$ cat src/hdl/sac_pkg.sv
// constants and types for the converter sequencer control block
// Summary of operation
// - software clearing sample bit starts conversion
// - auto mode converts after programmed clock count
// - trigger field selects among four sources
// - enable cleared aborts conversion and sequencing
// - aborted conversion leaves result buffer untouched
// - enable clear beats simultaneous automatic start
// - conversion lasts exactly fourteen converter clocks
// - converter clock is cycle times half divider+1
// - rc select switches to internal oscillator
// - enable high active, low fully off
// - sleep without rc clock stops clocks, aborts, keeps registers
// - rc clock delays one cycle, sets done
// - sleep completion wakes or powers module off
// - idle stops module only when bit set
// - reset clears control, keeps result buffer
// - reads formatted to sixteen bits per format
// - buffer writes always right justified unsigned
// - analog pins read zero on port read
// - conversion ignores channel and direction bits
// - sampling starts acquisition, flags after sample count
package sac_pkg;

  localparam int RES_W = 12;
  localparam int BUS_W = 16;
  localparam int PIN_W = 16;
  localparam int BUF_DEPTH = 16;
  localparam int CONV_TADS = 14;
  localparam logic [3:0] CONV_LAST = 4'(CONV_TADS - 1);
  localparam int RC_WAIT_CYC = 1;

  localparam logic [2:0] TRIG_SW = 3'h0;
  localparam logic [2:0] TRIG_EXT = 3'h1;
  localparam logic [2:0] TRIG_TMR = 3'h2;
  localparam logic [2:0] TRIG_AUTO = 3'h7;

  localparam logic [1:0] FMT_INT = 2'h0;
  localparam logic [1:0] FMT_SINT = 2'h1;
  localparam logic [1:0] FMT_FRAC = 2'h2;
  localparam logic [1:0] FMT_SFRAC = 2'h3;

  typedef enum logic [1:0] {
    SAC_IDLE, SAC_SAMPLE, SAC_WAIT_RC, SAC_CONVERT
  } sac_state_e;

  typedef struct packed {
    logic converter_enable;
    logic stop_in_idle;
    logic [1:0] result_format_sel;
    logic [2:0] trigger_source_sel;
    logic auto_sample_start;
    logic [3:0] samples_per_irq;
    logic [4:0] auto_sample_clocks;
    logic rc_clock_select;
    logic [5:0] conv_clock_divider;
    logic [3:0] chan_select_group_a;
    logic [PIN_W-1:0] analog_pin_config;
  } sac_cfg_s;

  typedef struct packed {
    logic analog_power_en;
    logic sh_sample;
    logic conv_start;
    logic tad_clk;
    logic chan_connect;
    logic [3:0] mux_channel;
  } sac_core_s;

endpackage : sac_pkg

$ cat src/hdl/sac_ctrl.sv
// sequencer, clocking, power and read-out logic of the converter
`timescale 1ns/1ps
module sac_ctrl #(
  parameter int unsigned DEPTH = sac_pkg::BUF_DEPTH
) (
  input wire logic sys_clk,
  input wire logic rstn,
  input wire sac_pkg::sac_cfg_s cfg,
  input wire logic sample_control_bit,
  input wire logic timer_trigger,
  input wire logic ext_trigger_pin,
  input wire logic rc_osc_pin,
  input wire logic cpu_sleep,
  input wire logic cpu_idle,
  input wire logic irq_enable,
  input wire logic irq_flag_clear,
  input wire logic [sac_pkg::RES_W-1:0] conv_data,
  input wire logic buf_wr_en,
  input wire logic [3:0] buf_wr_index,
  input wire logic [sac_pkg::BUS_W-1:0] buf_wr_data,
  input wire logic [3:0] buf_rd_index,
  input wire logic [sac_pkg::PIN_W-1:0] port_pins,
  output sac_pkg::sac_core_s core,
  output logic [sac_pkg::BUS_W-1:0] rd_data,
  output logic [sac_pkg::PIN_W-1:0] port_read_data,
  output logic done_flag,
  output logic converter_irq_flag,
  output logic wake_req,
  output logic conv_done_pulse
);
  import sac_pkg::*;

  function automatic logic [BUS_W-1:0] fmt_result(
    input logic [RES_W-1:0] d,
    input logic [1:0] sel
  );
    logic [BUS_W-1:0] r;
    r = {4'h0, d};
    unique case (sel)
      FMT_INT: r = {4'h0, d};
      FMT_SINT: r = {{4{d[RES_W-1]}}, d};
      FMT_FRAC: r = {d, 4'h0};
      FMT_SFRAC: r = {~d[RES_W-1], d[RES_W-2:0], 4'h0};
    endcase
    return r;
  endfunction : fmt_result

  // pins pass two flops; only the second stage is read
  logic [1:0] ext_sync_reg;
  logic [1:0] rc_sync_reg;
  logic [PIN_W-1:0] pin_meta_reg;
  logic [PIN_W-1:0] pin_sync_reg;
  logic ext_prev_reg;
  logic rc_prev_reg;

  always_ff @(posedge sys_clk or negedge rstn) begin
    if (!rstn) begin
      ext_sync_reg <= 2'h0;
      rc_sync_reg <= 2'h0;
      pin_meta_reg <= '0;
      pin_sync_reg <= '0;
      ext_prev_reg <= 1'b0;
      rc_prev_reg <= 1'b0;
    end else begin
      ext_sync_reg <= {ext_sync_reg[0], ext_trigger_pin};
      rc_sync_reg <= {rc_sync_reg[0], rc_osc_pin};
      pin_meta_reg <= port_pins;
      pin_sync_reg <= pin_meta_reg;
      ext_prev_reg <= ext_sync_reg[1];
      rc_prev_reg <= rc_sync_reg[1];
    end
  end

  logic ext_rise;
  logic rc_rise;
  assign ext_rise = ext_sync_reg[1] & ~ext_prev_reg;
  assign rc_rise = rc_sync_reg[1] & ~rc_prev_reg;

  logic sample_prev_reg;
  logic sleep_prev_reg;
  always_ff @(posedge sys_clk or negedge rstn) begin
    if (!rstn) begin
      sample_prev_reg <= 1'b0;
      sleep_prev_reg <= 1'b0;
    end else begin
      sample_prev_reg <= sample_control_bit;
      sleep_prev_reg <= cpu_sleep;
    end
  end

  logic sample_rise;
  logic sample_fall;
  logic sleep_entry;
  assign sample_rise = sample_control_bit & ~sample_prev_reg;
  assign sample_fall = ~sample_control_bit & sample_prev_reg;
  assign sleep_entry = cpu_sleep & ~sleep_prev_reg;

  logic module_off_reg;
  logic idle_stop;
  logic clk_run;
  // sleep without the rc source kills every module clock
  assign idle_stop = cpu_idle & cfg.stop_in_idle;
  assign clk_run = cfg.converter_enable & ~module_off_reg & ~idle_stop
                   & ~(cpu_sleep & ~cfg.rc_clock_select);

  // half-cycle phase accumulator: period is (div+1)/2 cycles; a
  // divider of zero cannot tick twice per cycle so it ticks on 126 of every 127
  logic [6:0] phase_reg;
  logic [6:0] phase_sum;
  logic [6:0] tad_len;
  logic tad_tick_reg;
  assign phase_sum = phase_reg + 7'h02;
  assign tad_len = {1'b0, cfg.conv_clock_divider} + 7'h01;

  always_ff @(posedge sys_clk or negedge rstn) begin
    if (!rstn) begin
      phase_reg <= 7'h00;
      tad_tick_reg <= 1'b0;
    end else if (!clk_run) begin
      phase_reg <= 7'h00;
      tad_tick_reg <= 1'b0;
    end else if (cfg.rc_clock_select) begin
      phase_reg <= 7'h00;
      tad_tick_reg <= rc_rise;
    end else if (phase_sum >= tad_len) begin
      phase_reg <= phase_sum - tad_len;
      tad_tick_reg <= 1'b1;
    end else begin
      phase_reg <= phase_sum;
      tad_tick_reg <= 1'b0;
    end
  end

  sac_state_e state_reg;
  logic [4:0] acq_cnt_reg;
  logic [3:0] conv_cnt_reg;
  logic [3:0] smp_cnt_reg;
  logic [3:0] wr_ptr_reg;
  logic trigger;
  logic conv_end;
  logic [5:0] acq_next;

  assign acq_next = {1'b0, acq_cnt_reg} + 6'h01;
  always_comb begin
    trigger = 1'b0;
    unique case (cfg.trigger_source_sel)
      TRIG_SW: trigger = sample_fall;
      TRIG_EXT: trigger = ext_rise;
      TRIG_TMR: trigger = timer_trigger;
      // a zero clock count is illegal, it behaves as one
      TRIG_AUTO: trigger = tad_tick_reg &
                 (acq_next >= {1'b0, cfg.auto_sample_clocks});
      default: trigger = 1'b0;
    endcase
  end

  assign conv_end = (state_reg == SAC_CONVERT) & tad_tick_reg &
                    (conv_cnt_reg == CONV_LAST);

  // disable and sleep abort win over every start
  always_ff @(posedge sys_clk or negedge rstn) begin
    if (!rstn) begin
      state_reg <= SAC_IDLE;
      acq_cnt_reg <= 5'h00;
      conv_cnt_reg <= 4'h0;
    end else if (!cfg.converter_enable ||
                 (sleep_entry && !cfg.rc_clock_select)) begin
      state_reg <= SAC_IDLE;
      acq_cnt_reg <= 5'h00;
      conv_cnt_reg <= 4'h0;
    end else if (!idle_stop && !module_off_reg) begin
      unique case (state_reg)
        SAC_IDLE: begin
          if (sample_rise) begin
            state_reg <= SAC_SAMPLE;
            acq_cnt_reg <= 5'h00;
          end
        end
        SAC_SAMPLE: begin
          if (tad_tick_reg) begin
            acq_cnt_reg <= acq_cnt_reg + 5'h01;
          end
          if (trigger) begin
            conv_cnt_reg <= 4'h0;
            state_reg <= cfg.rc_clock_select ? SAC_WAIT_RC
                                             : SAC_CONVERT;
          end
        end
        SAC_WAIT_RC: state_reg <= SAC_CONVERT;
        SAC_CONVERT: begin
          if (tad_tick_reg) begin
            conv_cnt_reg <= conv_cnt_reg + 4'h1;
          end
          if (conv_end) begin
            acq_cnt_reg <= 5'h00;
            state_reg <= cfg.auto_sample_start ? SAC_SAMPLE : SAC_IDLE;
          end
        end
      endcase
    end
  end

  logic start_now;
  assign start_now = cfg.converter_enable & ~idle_stop & ~module_off_reg &
                     ~(sleep_entry & ~cfg.rc_clock_select) &
                     (((state_reg == SAC_SAMPLE) & trigger &
                       ~cfg.rc_clock_select) |
                      (state_reg == SAC_WAIT_RC));

  logic conv_commit;
  logic irq_event;
  assign conv_commit = conv_end & cfg.converter_enable & ~idle_stop &
                       ~module_off_reg &
                       ~(sleep_entry & ~cfg.rc_clock_select);
  assign irq_event = conv_commit & (smp_cnt_reg == cfg.samples_per_irq);

  // twelve-bit result ram, never reset so a reset keeps its data
  logic [RES_W-1:0] result_buffer [DEPTH];
  always_ff @(posedge sys_clk) begin
    if (conv_commit) begin
      result_buffer[wr_ptr_reg] <= conv_data;
    end else if (buf_wr_en) begin
      result_buffer[buf_wr_index] <= buf_wr_data[RES_W-1:0];
    end
  end

  always_ff @(posedge sys_clk or negedge rstn) begin
    if (!rstn) begin
      smp_cnt_reg <= 4'h0;
      wr_ptr_reg <= 4'h0;
    end else if (!cfg.converter_enable) begin
      smp_cnt_reg <= 4'h0;
      wr_ptr_reg <= 4'h0;
    end else if (irq_event) begin
      smp_cnt_reg <= 4'h0;
      wr_ptr_reg <= 4'h0;
    end else if (conv_commit) begin
      smp_cnt_reg <= smp_cnt_reg + 4'h1;
      wr_ptr_reg <= wr_ptr_reg + 4'h1;
    end
  end

  logic acq_start;
  assign acq_start = cfg.converter_enable & ~idle_stop & ~module_off_reg &
                     (state_reg == SAC_IDLE) & sample_rise;

  always_ff @(posedge sys_clk or negedge rstn) begin
    if (!rstn) begin
      done_flag <= 1'b0;
    end else if (irq_event) begin
      done_flag <= 1'b1;
    end else if (acq_start) begin
      done_flag <= 1'b0;
    end
  end

  // a new event in the clearing cycle keeps the flag set
  always_ff @(posedge sys_clk or negedge rstn) begin
    if (!rstn) begin
      converter_irq_flag <= 1'b0;
    end else if (irq_event) begin
      converter_irq_flag <= 1'b1;
    end else if (irq_flag_clear) begin
      converter_irq_flag <= 1'b0;
    end
  end

  always_ff @(posedge sys_clk or negedge rstn) begin
    if (!rstn) begin
      wake_req <= 1'b0;
      module_off_reg <= 1'b0;
    end else if (!cpu_sleep || !cfg.converter_enable) begin
      wake_req <= 1'b0;
      module_off_reg <= 1'b0;
    end else if (irq_event) begin
      wake_req <= irq_enable;
      module_off_reg <= ~irq_enable;
    end
  end

  always_ff @(posedge sys_clk or negedge rstn) begin
    if (!rstn) begin
      conv_done_pulse <= 1'b0;
    end else begin
      conv_done_pulse <= conv_commit;
    end
  end

  always_ff @(posedge sys_clk or negedge rstn) begin
    if (!rstn) begin
      core <= '0;
    end else begin
      core.analog_power_en <= cfg.converter_enable & ~module_off_reg;
      core.sh_sample <= cfg.converter_enable & (state_reg == SAC_SAMPLE);
      core.conv_start <= start_now;
      core.tad_clk <= clk_run & (core.tad_clk ^ tad_tick_reg);
      // digital pins are never switched onto the sampler
      core.chan_connect <=
        ~cfg.analog_pin_config[cfg.chan_select_group_a];
      core.mux_channel <= cfg.chan_select_group_a;
    end
  end

  always_ff @(posedge sys_clk or negedge rstn) begin
    if (!rstn) begin
      rd_data <= '0;
    end else begin
      rd_data <= fmt_result(result_buffer[buf_rd_index],
                            cfg.result_format_sel);
    end
  end

  always_ff @(posedge sys_clk or negedge rstn) begin
    if (!rstn) begin
      port_read_data <= '0;
    end else begin
      port_read_data <= pin_sync_reg & cfg.analog_pin_config;
    end
  end

  abort_on_disable_a: assert property (@(posedge sys_clk)
    disable iff (!rstn) !cfg.converter_enable |=> state_reg == SAC_IDLE)
    else $error("state not idle after enable cleared");
  no_start_disabled_a: assert property (@(posedge sys_clk)
    disable iff (!rstn) !cfg.converter_enable |=> !core.conv_start)
    else $error("conversion started while disabled");
  conv_length_a: assert property (@(posedge sys_clk)
    disable iff (!rstn) conv_done_pulse |-> $past(conv_cnt_reg) == CONV_LAST)
    else $error("conversion did not last fourteen clocks");
  sw_trigger_a: assert property (@(posedge sys_clk)
    disable iff (!rstn) (state_reg == SAC_SAMPLE && sample_fall &&
     cfg.trigger_source_sel == TRIG_SW && cfg.converter_enable &&
     !cfg.rc_clock_select && !idle_stop && !module_off_reg && !cpu_sleep)
    |=> state_reg == SAC_CONVERT && core.conv_start)
    else $error("software trigger missed");
  done_clear_a: assert property (@(posedge sys_clk)
    disable iff (!rstn) acq_start |=> !done_flag)
    else $error("done not cleared at acquisition start");
  sleep_clk_low_a: assert property (@(posedge sys_clk)
    disable iff (!rstn) (cpu_sleep && !cfg.rc_clock_select) [*2] |-> !core.tad_clk)
    else $error("converter clock runs in sleep");
  rc_wait_a: assert property (@(posedge sys_clk)
    disable iff (!rstn) $rose(state_reg == SAC_WAIT_RC) && cfg.converter_enable
    && !cpu_idle |=> state_reg == SAC_CONVERT)
    else $error("rc wait longer than one cycle");
  port_zero_a: assert property (@(posedge sys_clk)
    disable iff (!rstn) 1'b1 |=> (port_read_data & ~$past(cfg.analog_pin_config)) == '0)
    else $error("analog pin read nonzero");
  int_format_a: assert property (@(posedge sys_clk)
    disable iff (!rstn) cfg.result_format_sel == FMT_INT |=> rd_data[15:12] == 4'h0)
    else $error("integer format not zero extended");
  irq_set_a: assert property (@(posedge sys_clk)
    disable iff (!rstn) irq_event |=> converter_irq_flag && done_flag)
    else $error("flags not raised after sample count");

endmodule : sac_ctrl

$ cat config.mk
export PLATFORM = sky130hd
export DESIGN_NAME = sac_ctrl
export DESIGN_NICKNAME = d
export VERILOG_FILES = /design/src/hdl/sac_pkg.sv /design/src/hdl/sac_ctrl.sv
export SDC_FILE = /design/constraint.sdc
export NUM_CORES = 1
export LEC_CHECK = 0
export BUFFER_PORTS_ARGS = -buffer_cell sky130_fd_sc_hd__buf_2
export CAP_MARGIN = 40
export CORE_MARGIN = 2
export CORE_UTILIZATION = 46
export DETAILED_ROUTE_END_ITERATION = 7
export PLACE_DENSITY_LB_ADDON = 0.2
export SYNTH_ARGS = -nofsm -noshare
export SYNTH_HDL_FRONTEND = slang
export SYNTH_SLANG_ARGS = --single-unit
$ cat constraint.sdc
create_clock -name sys_clk -period 2.99 [get_ports sys_clk]
set_input_delay 0.897 -clock sys_clk [delete_from_list [all_inputs] [get_ports sys_clk]]
set_output_delay 0.897 -clock sys_clk [all_outputs]
set_load 0.05 [all_outputs]
==> results, run 1 <==
- The flow ran to the end, and the final reports show no timing, DRC or antenna violations.
- The count of endpoints failing hold in the final timing report is 0.
- The analysis attributes to net switching a power of 2.15 mW.
- The net count after synthesis is about 900.
- The sequential cell area fraction in the yosys report is 0.679.
- In this run the tightest slew margin relative to its limit is 0.699.
- The number of buffers created by CTS is 30.
- The post-place instance area is between 10000 and 15000 sq um.
- After floorplanning, the core was sized to cover about 27000 sq um.
- The final setup TNS is 0 ns.
- STA classifies the critical path startpoint as a flop.
- The cell-internal power is 7.18 mW.
- The largest fanout on the critical path is 16.
- The total of max-cap violations is 0.
- The fmax is a little over 0.4 GHz.
- Of the total power, the share spent switching nets is 0.231.
- The area growth from synthesis to layout is 20.0%.
- Before antenna repair, the detailed router went through 4 iterations.
- The kind of end point of the critical path is a flop.
- The share of the cycle needed by the critical path after routing is 0.819.
- In the synthesized netlist, the number of instances is slightly below 800.
- The root buffer cell chosen for the clock tree is clkbuf_16.
- The number of design rule violations left after detail routing is 0.
- The post-synthesis async set-or-reset flop share is 0.370.
- Among all cell types in the netlist, the one instantiated most often is edfxtp_1.
- In this run the deepest clock path goes through 3 buffers.
- The fraction of power consumed by sequential logic is 0.500.
- TritonCTS built the clock tree.
- The number of ports placed on the die boundary is 152.
- Using the TritonRoute via totals, the vias-per-cell ratio works out to about 5.3.
- For this block, the via count after detailed routing is 7128.
- The register with the most flip-flops in the layout has 192 of them.
- The wire length of the first global-routing pass is roughly 42000 microns.
- The share of power burned in the clock network is 0.402.
- In this run the power density over the cells is 615 nW/um^2.
- The register name with the most flops is result_buffer.
- The required time of the worst setup path is 3.29 ns.
- During synthesis, Yosys emitted a total of 0 warnings.
- The tightest min-delay check is of the in -> async type.
- Clock-pin slew was measured on the worst setup and hold paths at about 0.060 ns.
- In the final routed layout, each cell accounts on average for about 20 microns.
- The share of synthesized area in the top cell type comes to 0.456.
- Setup repair after global routing left no endpoint under its margin.
- The cell type with the highest aggregate area in the netlist is edfxtp_1.
- The initial antenna violation count is 1.
- The max-slew violation count is 0.
- At the later pin of the worst-skew pair, clock insertion delay measures between 0.5 and 0.6 ns.
- The part of the power in combinational logic is 0.097.
- The TritonCTS sink count is ~310.
- The wire length reported by the detailed router is between 20000 and 30000 microns.
- The floorplan step set the die width to about 170 microns.
- The post-CTS repair timing setup buffer count is 0.
- Across every metal layer, demand over resource in global routing totals 0.191.
- CTS built an H-tree with a depth of 1.
- In this run the vertical extent of the chip is 170 microns.
- The area of all placed cells without fillers is 15200 sq um.
- The startpoint identified for the worst register-to-register timing path is conv_cnt_reg[1]$_DFFE_PN0P_.
- The leading register cell type out of synthesis is edfxtp_1.
- Each instance of the synthesized netlist takes up on average about 16 sq um.
- The initial cell density of the core is 0.469.
- The number of standard-cell rows in the floorplan is 60.
- The design draws between 9 and 10 mW.
- The proportion of layout cells with a drive suffix above 1 is 0.315.
- Post-CTS repair changed the size of 0 cells.
- For this block, the initial DRC count from the detailed router was 470.
- The static leakage power is ~6 nW.
- After layout, the minimum clock period comes to 2.45 ns.
- The number of enable-type register cells in the synthesized netlist is roughly 190.
- IR analysis of the VDD net gives a maximum drop of 0.000441 V.
- In the synthesized netlist, the cells that appear most often are 192 x edfxtp_1, 113 x dfrtp_1, 44 x mux4_2.
- The number of global-route vias before repair is 7457.
- Between clock sinks in the finished design, the worst skew comes to around 0.015 ns.
- Sorting the synthesized cells by area gives the leading types as edfxtp_1 46%, dfrtp_1 22%, mux4_2 7.8%.
- The number of buffers added on ports is between 100 and 150.
- The number of unique standard cell types used by synthesis is 66.
- The number of antenna diodes in the final layout is 0.
- The post-synthesis register bit count is between 300 and 400.
- The final layout contains 1100 nets.
- The number of nets with antenna violations after detailed routing is 0.
- Summing every instance area after synthesis gives 12600 sq um.
- STA puts the critical path data arrival time at roughly 2.8 ns.
- Routability-driven placement finished with a final weighted congestion of 0.796.
- The measured slew at the worst slew-check pin is 0.448 ns.
- The core occupancy in the finished layout is 0.563.
- The total half-perimeter wirelength after legalization and detailed placement is approximately 19000 microns.
- The number of setup violations in the final report is 0.
- The timing startpoint of the critical path is conv_cnt_reg[1]$_DFFE_PN0P_.
- The area enclosed by the die boundary is slightly below 30000 sq um.
- The setup path with the least slack is of type reg -> reg.
- In this run, post-CTS hold repair placed 0 buffers.
- The sum of overflow across all layers after global routing is 0.
- Entering global routing, the biggest net connects 67 pins.
- The total of fill cells in the finished design is around 2100.
[area by class of cell]
type                       instances  area [sq um]  area share
clock buffer                      47           887      0.0585
clock inverter                     9           109     0.00717
inverter                          27           101     0.00668
multi-input combinational        414          3810       0.251
sequential                       305          8590       0.566
tap                              341           427      0.0281
timing repair buffer             191          1240      0.0820
[layer usage]
layer	vias up	routed length, microns	GRT usage
met4	2	420	0.0360
met2	185	12600	0.310
met1	3552	12200	0.279
met5	-	13	0
met3	32	1340	0.0298
li1	3357	-	-
[cells by family after synthesis]
| kind of cell | Yosys count | share of synthesized area |
|---|---|---|
| muxes | 95 | 0.132 |
| DFF | 305 | 0.679 |
| buffers and inverters | 52 | 0.0198 |
| xor gates and xnor gates | 20 | 0.0138 |
| and+or+nand+nor | 179 | 0.0751 |
| AOI/OAI and AO/OA | 96 | 0.0550 |
| adders and majority gates | 24 | 0.0243 |
[path summary, 6_finish.rpt]
kind / cells past startpoint / slack (ns) / end
worst max-delay path: 9 / 0.54 / result_buffer[10][2]$_DFFE_PP_
min in group sys_clk: 0 / 0.34 / pin_sync_reg[8]$_DFF_PN0_
worst max register to register: 9 / 0.54 / result_buffer[10][2]$_DFFE_PP_
worst min register to register: 0 / 0.34 / pin_sync_reg[8]$_DFF_PN0_
max in group asynchronous: 2 / 2.07 / phase_reg[4]$_DFF_PN0_
worst min-delay path: 1 / 0.24 / acq_cnt_reg[2]$_DFFE_PN0P_
[layout by cell type, fill, tap and decap left out, types with 7 or more instances in the layout]
cell type	instances
ha_1	23
buf_2	146
edfxtp_1	192
a211oi_1	8
nor3_1	8
nor2b_1	12
mux2i_1	20
dfrtp_1	113
a21oi_1	13
nand3_1	21
xor2_1	10
nand2_1	33
and3_1	8
a31oi_1	11
buf_4	31
mux4_2	44
and2_1	22
xnor2_1	10
nand2b_1	9
buf_12	14
o21ai_0	19
nor3b_1	7
clkbuf_16	32
clkbuf_1	12
mux4_1	9
nor2_1	42
inv_1	27
mux2_2	22
[metrics by stage]
step / worst slack, ns / instances / hold slack, ns
2_1_floorplan: 0.109 / 771 / 0.331
5_1_grt: 0.335 / 1334 / 0.251
4_1_cts: 0.515 / 1334 / 0.238
6_report: 0.540 / 1334 / 0.243
3_3_place_gp: 0.0301 / 1278 / 0.332
3_5_place_dp: 0.0129 / 1278 / 0.335
[critical path, stage by stage, from the launching register on]
cell and delay (ns):
dfrtp_1 0.40, inv_1 0.09, ha_1 0.16, nand4_2 0.19
o41ai_4 0.43, buf_12 0.21, nor3b_1 0.06, a31oi_1 0.31
nor2_1 0.15, buf_4 0.21
[power groups by stage]
stage,clock network (mW),logic [mW],registers (mW)
global placement,0,0.905,4.75
floorplan,0,0.429,4.90
CTS,3.84,0.921,4.67
global route,4.01,0.989,4.68
finish,3.76,0.908,4.67
detailed placement,0,0.919,4.75
Note: power is estimated with default switching activity, not from simulation.
==> inputs of run 2 (changes only) <==
ABC_AREA = 1   (was default)
clock period = 2.3 ns   (was 2.99 ns; I/O delays follow)
==> run 2 against run 1 <==
Net effect: critical endpoint is now result_buffer[12][8]$_DFFE_PP_; first-iteration DRC count rose by 21%; core utilization rose by 1.8 points; worst setup slack got worse by 0.48 ns; die area rose by 0.12%.
==> results, run 2 <==
- The run finished with clean final reports.
- The synthesized instance count is approximately 1100.
- The synthesized area divided by synthesized cell count is 11.6 sq um.
- The xor and xnor fraction of the mapped netlist area is 0.0159.
- The fraction of the mapped netlist area in simple logic gates is 0.125.
- The post-synthesis async set-or-reset flop share is 0.370.
- From synthesis to final layout, the design area changed by 24.0%.
- The all-layer global routing usage is 0.202.
- In the layout the commonest cells are 192 x edfxtp_1, 146 x buf_2, 132 x nand2_1.
- Counting every sink on the clock net gives ~310.
- Summed over all nets, the switching power comes to between 3 and 4 mW.
- The flip-flop count of the largest register after layout is around 190.
- The total of max-cap violations is 0.
- The share of the cycle needed by the critical path after routing is 0.974.
- result_buffer holds more flip-flops than any other register.
- After synthesis the netlist holds a flip-flop and latch count of 305.
- The static leakage power is 6.63 nW.
- The H-tree depth is 1.
- Leaving out fill and tap cells, the most frequent cell in the layout is edfxtp_1.
- The synthesized-area fraction occupied by ao, oa, aoi and oai cells is 0.100.
- Entering global routing, the biggest net connects 44 pins.
- The wire length of the first global-routing pass is 45500 microns.
- After synthesis the cells add up to ~13000 sq um.
- The max-slew violation count is 0.
- The worst register-to-register path ends at result_buffer[12][8]$_DFFE_PP_.
- The worst max-slew margin expressed relative to the limit is 0.654.
- The number of buffers added to fix hold violations after cts is 0.
- The count of endpoints failing hold in the final timing report was 0.
- For this design the ratio of total power to cell area is between 800 and 900 nW/um^2.
- Using the TritonRoute via totals, the vias-per-cell ratio works out to approximately 5.2.
- The met1 track utilization from global routing is 0.275.
- By area, the combinational part of the netlist is dominated by simple AND/OR/NAND/NOR gates.
- The area enclosed by the die boundary is between 20000 and 30000 sq um.
- The master cell of the clock root buffer is clkbuf_16.
- The total half-perimeter wirelength after legalization and detailed placement is approximately 19000 microns.
- For the final database, setup skew stands at roughly 0.014 ns.
- The later-pin clock latency in the skew report is 0.55 ns.
- The switching part of the total is 0.250.
- The number of global-route vias before repair came to 8591.
- By count the netlist is led by 192 x edfxtp_1, 146 x nor2_1, 136 x nand2_1.
- The total of fill cells in the finished design is 2228.
- The final weighted congestion in routability-driven placement is about 0.86.
- The final worst hold slack is about 0.069 ns.
- Of all cell types, the one taking the most synthesized area is edfxtp_1.
- The launch point of the worst reg-to-reg path is conv_cnt_reg[0]$_DFFE_PN0P_.
- The most common cell in the netlist is edfxtp_1.
- The first routing iteration left 570 violations.
- The path type of the worst min-delay path is in -> async.
- The cell-internal power is around 9.4 mW.
- By startpoint and endpoint, the worst setup path is classified as reg -> reg.
- During I/O placement, the number of pins put on the boundary was 152.
- The proportion of layout cells with a drive suffix above 1 is 0.261.
- After clock tree synthesis, the clock-pin slew on the worst setup and hold paths is roughly 0.060 ns.
- At the end of the flow the core is filled with cells to 0.581.
- After layout, the design draws a total of around 13 mW.
- The worst setup slack for register-to-register paths is approximately 0.059 ns.
- Of all nets on the critical path, the largest fanout is 8.
- The number of nets handed over by synthesis was 1220.
- After detailed routing, the number of remaining DRC violations is 0.
- The number of clock buffers added by TritonCTS is 31.
- Setup violations remaining at the end of the flow were counted as 0.
- The die height is 170 microns.
- Setup repair after global routing could not meet its margin everywhere.
- For this run, the number of Yosys warnings is 0.
- The part of the power in combinational logic is 0.130.
- The count of buffers added on input and output ports is about 150.
- The smallest clock period supported by the final layout is computed as between 2 and 2.5 ns.
- The measured slew at the worst slew-check pin is between 0.5 and 0.6 ns.
- Static timing analysis puts the maximum clock frequency at about 0.45 GHz.
- For this run the aggregate overflow at the end of global routing stands at 0.
- The timing startpoint of the critical path is conv_cnt_reg[0]$_DFFE_PN0P_.
- The wire length reported by the detailed router is 28600 microns.
- Counting flops with a built-in enable in the synthesized netlist gives between 150 and 200.
- The initial antenna violation count is 2.
- For met3 alone, demand over resource in global routing was 0.0270.
- The largest buffer count on any clock path is 3.
- The sequential cell area fraction in the yosys report is 0.679.
- The maximum ir drop on the vdd rail is ~0.00066 V.
- The repair_antennas step left the layout with diodes totalling 0.
- Of the total power, the clock network draws 0.383.
- The CTS tree is done.
- After floorplanning, the core was sized to cover 27000 sq um.
- In the synthesized netlist the dominant register cell turns out to be edfxtp_1.
- For met2 alone, demand over resource in global routing was 0.347.
- The placed instances occupy a cell area of about 14000 sq um.
- The detailed-router iteration count before antenna repair is 5.
- The endpoint arrival time on the critical path is 2.48 ns.
- The net count of the finished layout is 1445.
- The number of standard-cell rows in the floorplan is 60.
- Measured against the total synthesized area, the mux share comes to 0.0140.
- The number of unique standard cell types used by synthesis is 44.
- The worst register-to-register path has a depth of 9.
- The kind of end point of the critical path is a flop.
- The initial cell density of the core is 0.469.
- The number of nets with antenna violations after detailed routing is 0.
- The vias after detailed routing is a little under 9000.
- The area share of fa/ha/maj cells after synthesis is 0.0243.
- The area of all placed cells without fillers is ~16000 sq um.
- By area the synthesized netlist is led by edfxtp_1 46%, dfrtp_1 22%, o21ai_0 5.1%.
- Of the post-synthesis cell area, the dominant cell type holds 0.455.
- The fraction of power consumed by sequential logic is 0.487.
- The type of origin of the critical path is a flop.
- The routed length per instance is between 15 and 20 microns.
- In this run the most used layer during global routing was met2.
- The required time of the worst setup path is 2.54 ns.
- The horizontal extent of the die is 170 microns.
-- run 2: cell types whose count changed in the layout (fill, tap and decap cells not counted), moves of 22 or more --
cell	delta
o21ai_0	+108
nand2_1	+99
nor2_1	+87
inv_1	+55
mux4_2	-44
nand3_1	+37
buf_4	+31
o211ai_1	+26
and2_1	-22
-- run 2: what timing repair did --
item | CTS | global route
endpoints found under the hold margin | 0 | 0
resized for setup | 0 | 45
endpoints found under the setup margin | 0 | 365
buffers inserted | 0 | 3
-- run 2: layout make-up --
class                   count  area, sq um  share of cell area
multi-input cells         657         3700               0.236
flip-flops and latches    305         8590               0.548
well taps                 341          427              0.0272
repair buffers            233         1650               0.105
clock inverters            17          144             0.00917
clock buffers              40          850              0.0541
inverters                  86          325              0.0207
-- run 2: power by group through the flow --
stage | clock network (mW) | registers (mW) | logic (mW)
floorplan | 0 | 6.44 | 0.749
global placement | 0 | 6.22 | 1.55
detailed placement | 0 | 6.23 | 1.58
CTS | 4.92 | 6.12 | 1.59
global route | 5.13 | 6.13 | 1.82
finish | 4.81 | 6.11 | 1.64
-- run 2: worst max path at each step --
stage,end,slack (ns),cells past startpoint
2_1_floorplan,result_buffer[2][0]$_DFFE_PP_,-0.19,9
3_3_place_gp,phase_reg[0]$_DFFE_PN0P_,-0.21,12
3_5_place_dp,phase_reg[0]$_DFFE_PN0P_,-0.26,12
4_1_cts,result_buffer[9][11]$_DFFE_PP_,0.02,11
5_1_grt,result_buffer[12][2]$_DFFE_PP_,-0.09,10
6_report,result_buffer[12][8]$_DFFE_PP_,0.06,9
-- run 2: cell families after synthesis --
group	count (synthesis)
adder cells (fa/ha/maj)	24
AND/OR/NAND/NOR	372
AO/OA/AOI/OAI	221
XOR/XNOR	23
flip-flops	305
buffers and inverters	128
multiplexers	16
-- run 2: metal layers --
layer  routed length, microns  vias up  part of all wire
li1                         -     4256                 -
met1                    12300     4218              0.43
met2                    14100      239              0.49
met3                     1730       36             0.061
met4                      498        2             0.017
met5                        7        -           0.00024
-- run 2: worst max-delay path: stages, from the launching register on --
cell	delay [ns]
dfrtp_2	0.44
ha_1	0.21
nand2_1	0.10
nor2_2	0.06
nand2_2	0.14
nand2_4	0.09
o21ai_2	0.24
nand4_4	0.22
nor2_2	0.22
buf_4	0.23
-- run 2: through the flow --
step                worst slack, ns  setup TNS (ns)  std cells
floorplan                    -0.194          -27.47       1089
global placement             -0.212          -35.08       1616
detailed placement           -0.260          -53.44       1616
CTS                          0.0233               0       1673
global route                -0.0856           -2.43       1679
finish                       0.0590               0       1679
==> inputs of run 3 (changes only) <==
ABC_AREA = default   (was 1)
==> run 3 against run 2 <==
Net effect: design area up 4.8%; power decreased by 1.7%; first-iteration DRC count shrank 30%; core utilization grew 3.0 points; global-route usage shrank 1.1 points; largest power group unchanged.
==> results, run 3 (synthesized netlist as in run 1, its figures left out) <==
- The run finished with clean final reports.
- The area growth from synthesis to final layout is 30.1%.
- The initial cell density of the core is 0.469.
- The final critical-path required period is 2.26 ns.
- Setup repair after global routing could not meet its margin everywhere.
- The launch point of the worst reg-to-reg path is conv_cnt_reg[1]$_DFFE_PN0P_.
- The initial antenna violation count came to 3.
- The number of global-route vias before repair is slightly below 8000.
- The routed design has 26600 microns of wire.
- After detailed routing, no signal wire sits above met5.
- The H-tree depth is 1.
- The clock arrives with roughly 0.016 ns of skew.
- Clock-pin slew was measured on the worst setup and hold paths at roughly 0.06 ns.
- Using the TritonRoute via totals, the vias-per-cell ratio works out to between 5 and 6.
- Tracing the worst setup path back leads to its startpoint at conv_cnt_reg[1]$_DFFE_PN0P_.
- The path type of the worst min-delay path is in -> async.
- The finished cells cover between 15000 and 20000 sq um.
- The number of design rule violations left after detail routing is 0.
- At the later pin of the worst-skew pair, clock insertion delay measures 0.56 ns.
- Summed over all nets, wire length on met2 after detailed routing comes to roughly 13000 microns.
- Across the whole layout, storage elements account for approximately 8600 sq um.
- The all-layer global routing usage is 0.191.
- The flip-flop count of the largest register after layout is 192.
- The required time of the worst setup path is about 2.6 ns.
- The detailed-router iteration count before antenna repair is 4.
- The detail route stage leaves a number of antenna-violating nets equal to 0.
- The placement-stage worst setup slack is -0.438 ns.
- For this design, the CTS-stage hold fixing added 0 buffers.
- The clock passes through at most 3 buffers.
- The share of the cycle needed by the critical path after routing is 0.983.
- The post-placement cell count is between 1000 and 1500.
- The worst max-slew margin expressed relative to the limit is 0.677.
- Across the run, the number of max-cap violations was 0.
- In the final design database the tool counted around 1200 nets.
- The HPWL after detailed placement is between 15000 and 20000 microns.
- The final route contains between 7000 and 8000 vias.
- Data arrives at the worst endpoint at between 2 and 3 ns.
- The register name with the most flops is result_buffer.
- The floorplan step set the die width to 170 microns.
- The core occupancy in the finished layout is 0.611.
- Port buffering added ~150 buffers.
- For this design the static power due to leakage is around 6.6 nW.
- CTS saw 305 sinks.
- The final weighted congestion in routability-driven placement is between 0.8 and 0.9.
- Setup slack on the critical path of the routed design comes to ~0.038 ns.
- In this run the cell area measured after placement is between 10000 and 15000 sq um.
- Across the VDD grid, the largest voltage drop is 0.000552 V.
- The library cell used most frequently in the layout, excluding fill and tap cells, is edfxtp_1.
- The count of endpoints failing hold in the final timing report is 0.
- Overall power consumption after layout is estimated at 12.3 mW.
- The number of cells in the finished layout apart from fillers is ~1400.
- In this run the power density over the cells is 750 nW/um^2.
- The wire length on met1 is between 10000 and 15000 microns.
- Timing would allow up to 0.442 GHz.
- The number of setup violations in the final report is 0.
- The area enclosed by the die boundary is approximately 29000 sq um.
- The measured slew at the worst slew-check pin is 0.485 ns.
- The CTS tree is done.
- In the final layout, the multi-input gates occupy between 4000 and 5000 sq um.
- Of the cells placed in the final design, the portion with a size suffix greater than 1 is 0.414.
- During I/O placement, the number of pins put on the boundary was 152.
- Fill cells in the final layout number between 2000 and 2500.
- The max-slew violation count is 0.
- The core region is 27000 sq um.
- Entering global routing, the biggest net connects slightly above 50 pins.
- The die is between 150 and 200 microns tall.
- STA classifies the critical path endpoint as a flop.
- The worst setup path is launched from a flop.
- The number of standard-cell rows in the floorplan is 60.
- The sum of overflow across all layers after global routing is 0.
- The master cell of the clock root buffer is clkbuf_16.
- Clock tree synthesis inserted a total of 30 buffers.
- After the first detailed-routing iteration, the DRC count stood at approximately 400.
- The routed length on met3 is 1410 microns.
- The worst setup path is of the reg -> reg kind.
- Leaving out fill and tap cells, the most frequent cells in the layout are 192 x edfxtp_1, 146 x buf_2, 113 x dfrtp_1.
- The largest fanout on the critical path is 16.
- The first global-routing pass estimated between 40000 and 50000 microns of wire.
- Dividing the detail-routed wire length by the instance count gives around 19 microns.
==> run 3: cell types whose count changed in the layout (fill, tap and decap cells not counted), sizes merged, moves of 18 or more <==
cell    previous run  this run
a21oi             34        13
and2               0        22
buf              232       265
inv               85        28
mux2i              2        20
mux4               0        53
nand2            141        33
nand3             64        21
nor2             148        42
o211ai            28         2
o21ai            132        19
o221ai            20         1
==> run 3: critical path: stages, from the launching register on <==
cell and delay, ns:
dfrtp_1 0.39, inv_2 0.08, ha_4 0.13, nand4_4 0.09, o41ai_4 0.34, buf_4 0.18
buf_12 0.12, buf_12 0.13, buf_12 0.12, mux2_4 0.39
==> run 3: metrics by stage <==
stage / TNS (ns) / hold WS, ns
global placement: -124.66 / 0.331
finish: 0 / 0.0884
detailed placement: -132.78 / 0.335
global route: -1.86 / 0.112
floorplan: -0.0677 / 0.331
CTS: -2.29 / 0.0956
==> run 3: routing by layer <==
metal	global-route usage	up-vias
met1	0.263	3673
li1	-	3514
met2	0.324	183
met4	0.0401	2
met3	0.0314	45
met5	0	-
==> run 3: what timing repair did <==
item,CTS,global route
endpoints found under the setup margin,377,294
gates cloned,2,0
pin swaps,10,9
buffers inserted,15,13
gates resized for setup,22,13
==> run 3: area by class of cell <==
type / instances / area share
antenna: 2 / 0.000304
multi-input combinational: 414 / 0.260
timing repair buffer: 266 / 0.125
sequential: 305 / 0.522
clock inverter: 15 / 0.00890
clock buffer: 41 / 0.0519
tap: 341 / 0.0259
inverter: 27 / 0.00616
==> run 3: worst paths after layout <==
| path | end | cells past startpoint | slack (ns) |
|---|---|---|---|
| max | result_buffer[9][2]$_DFFE_PP_ | 9 | 0.04 |
| min | pin_sync_reg[10]$_DFF_PN0_ | 1 | 0.09 |
| max reg2reg | result_buffer[9][2]$_DFFE_PP_ | 9 | 0.04 |
| min reg2reg | pin_sync_reg[0]$_DFF_PN0_ | 0 | 0.34 |
| max in group asynchronous | rd_data[13]$_DFF_PN0_ | 2 | 1.57 |
| min in group sys_clk | pin_meta_reg[3]$_DFF_PN0_ | 1 | 0.24 |
==> run 3: where the power goes <==
group	leakage [nW]	switching, mW	internal, mW
Clock	0.486	2.03	2.83
Combinational	2.94	0.818	0.602
Sequential	3.16	0.0411	6.02
Total	6.58	2.89	9.45
